**src/hw/ivp_regs.vh**
```
// Register offsets, field positions, reset values and timing counts for vector placement
`ifndef IVP_REGS_VH
`define IVP_REGS_VH

`define IVP_CTRL_OFFSET      8'h55
`define IVP_CTRL_RESET       8'h00
`define IVP_UNLOCK_BIT       0
`define IVP_SELECT_BIT       1
`define IVP_RSVD_MSB         3
`define IVP_RSVD_LSB         2

`define IVP_STATUS_OFFSET    8'h56
`define IVP_STATUS_ACT_BIT   4
`define IVP_STATUS_CNT_MSB   2

`define IVP_UNLOCK_CYCLES    3'h4
`define IVP_APP_BASE         17'h00000
`define IVP_VECTOR_OFFSET    17'h00002
`define IVP_BOOT_START_SZ0   17'h1c000
`define IVP_BOOT_START_SZ1   17'h1e000
`define IVP_BOOT_START_SZ2   17'h1f000
`define IVP_BOOT_START_SZ3   17'h1f800

`endif

```
**src/hw/ivp_vector_place.v**
```verilog
// Interrupt vector placement: select bit with timed unlock, vector bases, lock gating
//
// Notes on behaviour
// - Select bit zero puts the vector table at flash start.
// - Select bit one moves the vector table to the boot section start.
// - Boot section start, and relocated base, follow the boot size fuses.
// - A new select value is taken only after unlock was written to one.
// - Unlock clears four cycles after set, or at once when select is written.
// - Interrupts blocked from unlock set until after the instruction after select write.
// - Without a select write, interrupts stay blocked four cycles then resume.
// - Automatic blocking leaves the global interrupt enable flag untouched.
// - Vectors in boot and app lock bit programmed: block interrupts in app code.
// - Vectors in app and boot lock bit programmed: block interrupts in boot code.
// - Boot reset fuse programmed, select clear: reset at boot start, vectors at 0x0002.
// - Boot reset fuse programmed, select set: vectors at boot start plus 0x0002.
// - Boot reset fuse unprogrammed: reset at 0x0000, vectors placed per select.
//
// The strobed register port was left to the implementer.
`timescale 1ns/100ps
`include "ivp_regs.vh"

module ivp_vector_place #(
    parameter ADDR_W = 8,
    parameter PC_W   = 17
) (
    input  wire              clk_sys_i,
    input  wire              rst_n_i,
    input  wire [ADDR_W-1:0] reg_addr_i,
    input  wire [7:0]        reg_wdata_i,
    input  wire              reg_wr_i,
    input  wire              reg_rd_i,
    output reg  [7:0]        reg_rdata_o,
    input  wire              boot_reset_fuse_i,
    input  wire [1:0]        boot_size_fuses_i,
    input  wire              app_section_lock_bit_i,
    input  wire              boot_section_lock_bit_i,
    input  wire [PC_W-1:0]   fetch_pc_i,
    input  wire              instr_done_i,
    input  wire              global_int_enable_i,
    output reg  [PC_W-1:0]   reset_vector_o,
    output reg  [PC_W-1:0]   vector_base_o,
    output reg               int_block_o,
    output reg               int_allow_o
);

    // =====================================================================
    // Boot section start from fuses
    // =====================================================================
    reg [PC_W-1:0] boot_start;

    always @* begin
        case (boot_size_fuses_i)
            2'h0: begin
                boot_start = `IVP_BOOT_START_SZ0;
            end
            2'h1: begin
                boot_start = `IVP_BOOT_START_SZ1;
            end
            2'h2: begin
                boot_start = `IVP_BOOT_START_SZ2;
            end
            default: begin
                boot_start = `IVP_BOOT_START_SZ3;
            end
        endcase
    end

    // =====================================================================
    // Control register and unlock sequence
    // =====================================================================
    localparam ST_IDLE   = 2'h0;
    localparam ST_OPEN   = 2'h1;
    localparam ST_TRAIL  = 2'h2;

    reg       select_reg;
    reg       select_next;
    reg       unlock_reg;
    reg       unlock_next;
    reg [2:0] unlock_cnt_reg;
    reg [2:0] unlock_cnt_next;
    reg [1:0] state_reg;
    reg [1:0] state_next;
    reg       ctrl_wr;

    always @* begin
        ctrl_wr         = reg_wr_i && (reg_addr_i == `IVP_CTRL_OFFSET);
        select_next     = select_reg;
        unlock_next     = unlock_reg;
        unlock_cnt_next = unlock_cnt_reg;
        state_next      = state_reg;
        case (state_reg)
            ST_IDLE: begin
                if (ctrl_wr && reg_wdata_i[`IVP_UNLOCK_BIT]) begin
                    unlock_next     = 1'b1;
                    unlock_cnt_next = `IVP_UNLOCK_CYCLES;
                    state_next      = ST_OPEN;
                end
                // Select writes without unlock are dropped
            end
            ST_OPEN: begin
                if (ctrl_wr && !reg_wdata_i[`IVP_UNLOCK_BIT]) begin
                    select_next = reg_wdata_i[`IVP_SELECT_BIT];
                    unlock_next = 1'b0;
                    state_next  = ST_TRAIL;
                end else if (unlock_cnt_reg == 3'h1) begin
                    unlock_next     = 1'b0;
                    unlock_cnt_next = 3'h0;
                    state_next      = ST_IDLE;
                end else begin
                    unlock_cnt_next = unlock_cnt_reg - 3'h1;
                end
            end
            ST_TRAIL: begin
                // Hold off until the following instruction completes
                if (instr_done_i) begin
                    state_next = ST_IDLE;
                end
            end
            default: begin
                state_next  = ST_IDLE;
                unlock_next = 1'b0;
            end
        endcase
    end

    always @(posedge clk_sys_i or negedge rst_n_i) begin
        if (!rst_n_i) begin
            select_reg <= 1'b0;
        end else begin
            select_reg <= select_next;
        end
    end

    always @(posedge clk_sys_i or negedge rst_n_i) begin
        if (!rst_n_i) begin
            unlock_reg <= 1'b0;
        end else begin
            unlock_reg <= unlock_next;
        end
    end

    always @(posedge clk_sys_i or negedge rst_n_i) begin
        if (!rst_n_i) begin
            unlock_cnt_reg <= 3'h0;
        end else begin
            unlock_cnt_reg <= unlock_cnt_next;
        end
    end

    always @(posedge clk_sys_i or negedge rst_n_i) begin
        if (!rst_n_i) begin
            state_reg <= ST_IDLE;
        end else begin
            state_reg <= state_next;
        end
    end

    // =====================================================================
    // Execution region of the current fetch
    // =====================================================================
    reg in_boot;
    reg in_app;

    always @* begin
        if (fetch_pc_i >= boot_start) begin
            in_boot = 1'b1;
            in_app  = 1'b0;
        end else begin
            in_boot = 1'b0;
            in_app  = 1'b1;
        end
    end

    // =====================================================================
    // Sequence blocking
    // =====================================================================
    reg seq_block;

    always @* begin
        // Blocked from the cycle unlock is written
        case (state_next)
            ST_OPEN:  seq_block = 1'b1;
            ST_TRAIL: seq_block = 1'b1;
            default:  seq_block = 1'b0;
        endcase
    end

    // =====================================================================
    // Boot lock gating
    // =====================================================================
    // Lock terms follow the select value being loaded
    reg app_lock_block;
    reg boot_lock_block;
    reg lock_block;

    always @* begin
        app_lock_block = 1'b0;
        if (select_next && app_section_lock_bit_i) begin
            if (in_app) begin
                app_lock_block = 1'b1;
            end
        end
    end

    always @* begin
        boot_lock_block = 1'b0;
        if (!select_next && boot_section_lock_bit_i) begin
            if (in_boot) begin
                boot_lock_block = 1'b1;
            end
        end
    end

    always @* begin
        lock_block = app_lock_block || boot_lock_block;
    end

    // =====================================================================
    // Vector base and reset address
    // =====================================================================
    reg [PC_W-1:0] base_next;
    reg [PC_W-1:0] rst_vec_next;

    always @* begin
        if (select_next) begin
            base_next = boot_start + `IVP_VECTOR_OFFSET;
        end else begin
            base_next = `IVP_APP_BASE + `IVP_VECTOR_OFFSET;
        end
    end

    always @* begin
        if (!boot_reset_fuse_i) begin
            rst_vec_next = boot_start;
        end else begin
            rst_vec_next = `IVP_APP_BASE;
        end
    end

    // =====================================================================
    // Interrupt gating terms
    // =====================================================================
    reg block_next;
    reg allow_next;

    always @* begin
        block_next = seq_block || lock_block;
    end

    always @* begin
        // Global enable is only read, never altered
        allow_next = global_int_enable_i && !block_next;
    end

    // =====================================================================
    // Registered outputs
    // =====================================================================
    always @(posedge clk_sys_i or negedge rst_n_i) begin
        if (!rst_n_i) begin
            reset_vector_o <= {PC_W{1'b0}};
        end else begin
            reset_vector_o <= rst_vec_next;
        end
    end

    always @(posedge clk_sys_i or negedge rst_n_i) begin
        if (!rst_n_i) begin
            vector_base_o <= `IVP_VECTOR_OFFSET;
        end else begin
            vector_base_o <= base_next;
        end
    end

    always @(posedge clk_sys_i or negedge rst_n_i) begin
        if (!rst_n_i) begin
            int_block_o <= 1'b0;
        end else begin
            int_block_o <= block_next;
        end
    end

    always @(posedge clk_sys_i or negedge rst_n_i) begin
        if (!rst_n_i) begin
            int_allow_o <= 1'b0;
        end else begin
            int_allow_o <= allow_next;
        end
    end

    // =====================================================================
    // Register read port
    // =====================================================================
    reg       ctrl_rd;
    reg       status_rd;
    reg       seq_active;
    reg [7:0] ctrl_view;
    reg [7:0] status_view;
    reg [7:0] rdata_next;

    always @* begin
        ctrl_rd = reg_rd_i && (reg_addr_i == `IVP_CTRL_OFFSET);
    end

    always @* begin
        status_rd = reg_rd_i && (reg_addr_i == `IVP_STATUS_OFFSET);
    end

    always @* begin
        seq_active = (state_reg != ST_IDLE);
    end

    always @* begin
        // Reserved and foreign bits read zero
        ctrl_view                  = 8'h00;
        ctrl_view[`IVP_UNLOCK_BIT] = unlock_reg;
        ctrl_view[`IVP_SELECT_BIT] = select_reg;
    end

    always @* begin
        status_view                                = 8'h00;
        status_view[`IVP_STATUS_ACT_BIT]           = seq_active;
        status_view[`IVP_STATUS_CNT_MSB:0]         = unlock_cnt_reg;
    end

    always @* begin
        if (ctrl_rd) begin
            rdata_next = ctrl_view;
        end else if (status_rd) begin
            rdata_next = status_view;
        end else begin
            rdata_next = 8'h00;
        end
    end

    always @(posedge clk_sys_i or negedge rst_n_i) begin
        if (!rst_n_i) begin
            reg_rdata_o <= `IVP_CTRL_RESET;
        end else begin
            reg_rdata_o <= rdata_next;
        end
    end

endmodule // ivp_vector_place
```
**config.mk**
```make
export PLATFORM = sky130hd
export DESIGN_NAME = ivp_vector_place
export DESIGN_NICKNAME = d
export VERILOG_FILES = /design/src/hw/ivp_vector_place.v
export VERILOG_INCLUDE_DIRS = /design/src /design/src/hw
export SDC_FILE = /design/constraint.sdc
export NUM_CORES = 1
export LEC_CHECK = 0
export BUFFER_PORTS_ARGS = -buffer_cell sky130_fd_sc_hd__buf_2
export CAP_MARGIN = 20
export CORE_UTILIZATION = 25
export CTS_CLUSTER_DIAMETER = 50
export CTS_CLUSTER_SIZE = 24
export DETAILED_ROUTE_END_ITERATION = 10
export PLACE_DENSITY_LB_ADDON = 0.1
export SLEW_MARGIN = 10
export SYNTH_ARGS = -nofsm -noshare
export SYNTH_HDL_FRONTEND = slang
export SYNTH_SLANG_ARGS = --single-unit
```
**constraint.sdc**
```tcl
create_clock -name clk_sys_i -period 1.95 [get_ports clk_sys_i]
set_clock_uncertainty 0.2 [all_clocks]
set_input_delay 0.0975 -clock clk_sys_i [delete_from_list [all_inputs] [get_ports clk_sys_i]]
set_output_delay 0.0975 -clock clk_sys_i [all_outputs]
set_load 0.03 [all_outputs]
```
---- After elaboration in Yosys (flattened, before gate mapping) ----
Index checks and enable logic that the tools add are counted.
word-level totals
  register bits after elaboration ......... 51
  input bits .............................. 44
  output and inout bits ................... 44
  word-level logic and storage cells ...... 71
cells by class
  add/sub/neg operators ................... 2
  order comparisons ....................... 1
  eq/ne operators ......................... 12
  multiplexer cells ....................... 26
  bitwise logic cells ..................... 1
  reductions and logical operators ........ 20
operators by type and width
  operator                                                                number
  14-bit case mux with 3 select lines                                     1
  17-bit 2-to-1 mux                                                       2
  17-bit greater-or-equal comparator                                      1
  15-bit by 3-bit adder with 16-bit output (second input constant)        1
  8-bit by 7-bit equality test with 1-bit output (second input constant)  2
  1-bit 2-to-1 mux                                                        11
  5-bit 2-to-1 mux                                                        2
  3-bit 2-to-1 mux                                                        3
  1-bit logical AND                                                       8
  2-bit 2-to-1 mux                                                        4
  2-bit by 1-bit equality test with 1-bit output (second input constant)  3
  2-bit equality test (second input constant)                             3
  2-bit case mux with 3 select lines                                      1
  3-bit case mux with 2 select lines                                      1
  3-bit AND reduction                                                     2
  2-bit zero test                                                         2
  2-bit != test (second input constant)                                   2
  2-bit nonzero test                                                      2
  3-bit by 1-bit equality test with 1-bit output (second input constant)  1
  1-bit zero test                                                         3
  3-bit != test (second input constant)                                   1
  1-bit case mux with 3 select lines                                      1
  3-bit by 1-bit subtractor with 3-bit output (second input constant)     1
  1-bit logical OR                                                        2
  other kinds (2)                                                         2

---- Logic depth before layout (Yosys ltp) ----
  depth after elaboration ................. 12
  depth in mapped cells ................... 8
  mapped depth without buffers ............ 8

---- Worst setup path before layout ----
No wires, ideal clock.
  path type ............................... flip-flop to flip-flop
  start ................................... register state_reg[1]
  end ..................................... register int_block_o
  setup time .............................. 0.139 ns
  arrival time ............................ 1.571 ns
  required time ........................... 1.611 ns
  slack ................................... 0.040 ns
  cell stages (with the launch flop) ...... 7
  clock period less this slack ............ 1.910 ns
  path through ............................ dfrtp_1 -> buf_2 -> nor2b_4 -> nand4_2 -> mux2i_4 -> and3_2 -> or4_1
between the ends
  longest elaborated chain between the ends .. 7
ends and longest elaborated chain
  element                                                                             RTL line                                        source
  start: declaration                                                                  ivp_vector_place.v:81                           reg [1:0] state_reg;
  start signal: assignment                                                            ivp_vector_place.v:154                          state_reg <= state_next;
  2-bit 2-to-1 mux or 2-bit by 1-bit equality test with 1-bit output (tied branches)  ivp_vector_place.v:105, ivp_vector_place.v:91
  2-bit 2-to-1 mux or 1-bit 2-to-1 mux (tied branches)                                ivp_vector_place.v:101, ivp_vector_place.v:91
  2-bit case mux with 3 select lines or 1-bit zero test (tied branches)               ivp_vector_place.v:91, ivp_vector_place.v:207
  2-bit equality test, or another cell as far along                                   ivp_vector_place.v:181                          case (state_next)
  2-bit OR reduction (no source line) or 1-bit 2-to-1 mux (tied branches)             n/a
  1-bit 2-to-1 mux or 1-bit logical OR (tied branches)                                ivp_vector_place.v:181, ivp_vector_place.v:215
  1-bit logical OR (*)                                                                ivp_vector_place.v:247                          block_next = seq_block || lock_block;
  net block_next                                                                      ivp_vector_place.v:243                          reg block_next;
  end signal: assignment                                                              ivp_vector_place.v:278                          int_block_o <= block_next;
  end: declaration                                                                    ivp_vector_place.v:42                           output reg int_block_o,
Mark *: on every way through the listed nets, which the timed path passes. The rest lies on a longest branch.
A chain may end at the register's enable or synchronous reset.

---- Worst setup path in the final report ----
Same ends and word-level chain as after synthesis.

==> reports/metrics.cfg <==
[outcome]
outcome = complete, no violations

[global_route]
grt_overflow_total = 0
grt.total_usage = 0.113
antenna_found_initial = 0
grt_first_pass_wirelength_um = 4650
grt_start_max_net_pins = 21
grt_pass1_vias = 1066

[yosys]
synth_seq_cells = 20
synth_seq_area_share = 0.392
syn_avg_cell_area_um2 = 9.68
syn_area_um2 = 1280
synthCells = 132
synth_cell_types = 38
synth_edf_count = 0
synth_warnings = 0
synthArstFlopShare = 1.00
yosysTopAreaCellShare = 0.392
ys.flop_type = dfrtp_1
ys_top_cells_by_area = dfrtp_1 (39%), buf_4 (18%), ha_1 (4.9%)
synth_top_cell_by_area = dfrtp_1

[cts]
clockRootBuffer = clkbuf_8
cts.sinks = 20
postCtsSetupRepairBufs = 0
clk_latency_ps = 250
cts_inserted_buffers = 3
clkTransAtPathRegs_ps = 80
htreeDepth = 1
clock_path_buffers = 2
cts_tree = done

[detailed_routing]
drc = 0
routedWlPerCell_um = 10.8
ant_nets = 0
routed_wl_um = 2990
vias = 1113
vias_per_cell = 4.03
drt_pass1_iterations = 4
drt-initial-drc-count = 52

[die]
core_um2 = 4820
initial_utilization = 0.265
fp-row-count = 25
die_w_um = 73.5
die_h_um = 73.5
io_pins = 88
die_area_um2 = 5400

[setup_path]
cp-end-kind = flop
start_kind = flop
path_max_fanout = 3
cp.arrival_ps = 1790
worstPathRequired_ps = 1880
criticalPathCategory = flop to flop

[cells_and_area]
seqCellArea_um2 = 500
area_growth_syn_to_layout_pct = 39.4
top_regs = reg_rdata_o x4, reset_vector_o x4, vector_base_o x4
fin_nets = 259
multiInputGateArea_um2 = 589
drive_above_1_share = 0.388
diodes = 0
nFillCells = 518
fin_cells = 276

[min_path]
min-delay-path-class = primary input to flop

[power]
clkPwrFrac = 0.224
ir_drop_mv = 0.240
power_frac_seq = 0.365
power_density_nw_per_um2 = 790
swShare = 0.356
p_switching_w = 0.000501
power_leakage_nw = 0.977
p_int_w = 0.000906
p_comb_frac = 0.411

[placed_design]
dp.cells = 259
hpwlAfterDp_um = 2430
pre_cts_ws_ps = -32.0
port-buffer-count = 55
place_congestion = 0.776

[sta]
period_share = 0.955
holdWs_ps = 4.40
rsz0062_at_grt = no
setup_ws_ps = 88.1
slew_viol_final = 0
tns_ps = 0
min_period_ps = 1860
fmax_mhz = 537
setup_violations = 0
hold_viol_final = 0

[run]
drv_cap = 0

==> worst paths after layout <==
kind / start / end / slack (ps) / cells after the start
worst max-delay path: state_reg[1]$_DFF_PN0_ / int_block_o$_DFF_PN0_ / 90 / 5
worst min-delay path: boot_size_fuses_i[1] / vector_base_o[12]$_DFF_PN0_ / 4 / 4
worst max register to register: state_reg[1]$_DFF_PN0_ / int_block_o$_DFF_PN0_ / 90 / 5
worst min register to register: unlock_cnt_reg[2]$_DFFE_PN0P_ / unlock_cnt_reg[2]$_DFFE_PN0P_ / 360 / 2
max in group asynchronous: rst_n_i / vector_base_o[13]$_DFF_PN0_ / 1090 / 2
min in group asynchronous: rst_n_i / unlock_reg$_DFFE_PN0P_ / 140 / 2
==> synth_stat cells, types with 2 or more instances <==
cell,number
buf_4,31
dfrtp_1,20
nor2_1,14
inv_1,13
o21ai_0,7
ha_1,5
nand4_1,3
nor3_1,3
a22oi_1,2
conb_1,2
nand2b_1,2
nor2b_1,2
nor3b_1,2
nor4b_1,2
==> cell families (layout without fill, tap and decap cells) <==
logic type | Yosys count | after routing | share of synthesized area
buf+inv | 45 | 98 | 0.224
simple gates | 40 | 40 | 0.203
flops | 20 | 20 | 0.392
compound gates | 17 | 17 | 0.0921
fa+ha+maj | 5 | 5 | 0.0490
mux | 3 | 3 | 0.0343
other cells | 2 | 26 | 0.00588
==> power groups by stage <==
stage	sequential [W]	clock (W)	combinational, W
2_1_floorplan	0.000571	0	0.000339
3_3_place_gp	0.000521	0	0.000546
3_5_place_dp	0.000524	0	0.000551
4_1_cts	0.000514	0.000336	0.000577
5_1_grt	0.000522	0.000356	0.000634
6_report	0.000514	0.000315	0.000578
==> critical path, stage by stage, from the launching register on <==
cell and delay, ps:
dfrtp_1 410, nor2b_4 160, nand4_4 140, mux2i_4 220, and3_2 220, or4_1 390
==> metal layers <==
layer	share of wire	up-vias	track usage
met2	0.51	53	0.209
met4	0.0037	0	0.0256
met3	0.082	2	0.0302
li1	-	544	-
met5	0	-	0
met1	0.41	514	0.129
==> cell usage in the layout, fill, tap and decap left out, drive strengths merged <==
master	n
and3	1
o21bai	1
a22oi	2
dfrtp	20
a21oi	1
o41ai	1
nand3	1
nor3	3
nand2	1
clkbuf	4
nor2	14
nor4b	2
nor3b	3
nand2b	2
conb	26
inv	13
nor4	1
o2111ai	1
o21ai	7
or4	1
ha	5
dlygate4sd3	13
a22o	1
a2bb2oi	1
and2b	1
nor2b	3
or3b	1
mux2	1
buf	68
mux2i	2
o41a	1
nand4	4
a211oi	1
and4bb	2
==> metrics by stage <==
step | cell area [um^2] | total power, W | utilization
global route | 1780 | 0.00151 | 0.370
finish | 1780 | 0.00141 | 0.370
floorplan | 1370 | 0.000910 | -
global placement | 1590 | 0.00107 | 0.329
CTS | 1770 | 0.00143 | 0.368
detailed placement | 1590 | 0.00107 | 0.329
==> layout make-up <==
type / count / area share
sequential: 20 / 0.281
tap: 67 / 0.0471
clock buffer: 4 / 0.0309
timing repair buffer: 81 / 0.283
inverter: 13 / 0.0274
multi-input combinational: 91 / 0.331
==> what timing repair did <==
action | 4_1_cts | 5_1_grt
setup endpoints to repair | 0 | 2
endpoints found under the hold margin | 34 | 0
hold buffers | 13 | 0
gates resized for setup | 0 | 2
No activity file was read; power rests on OpenSTA's default activity.
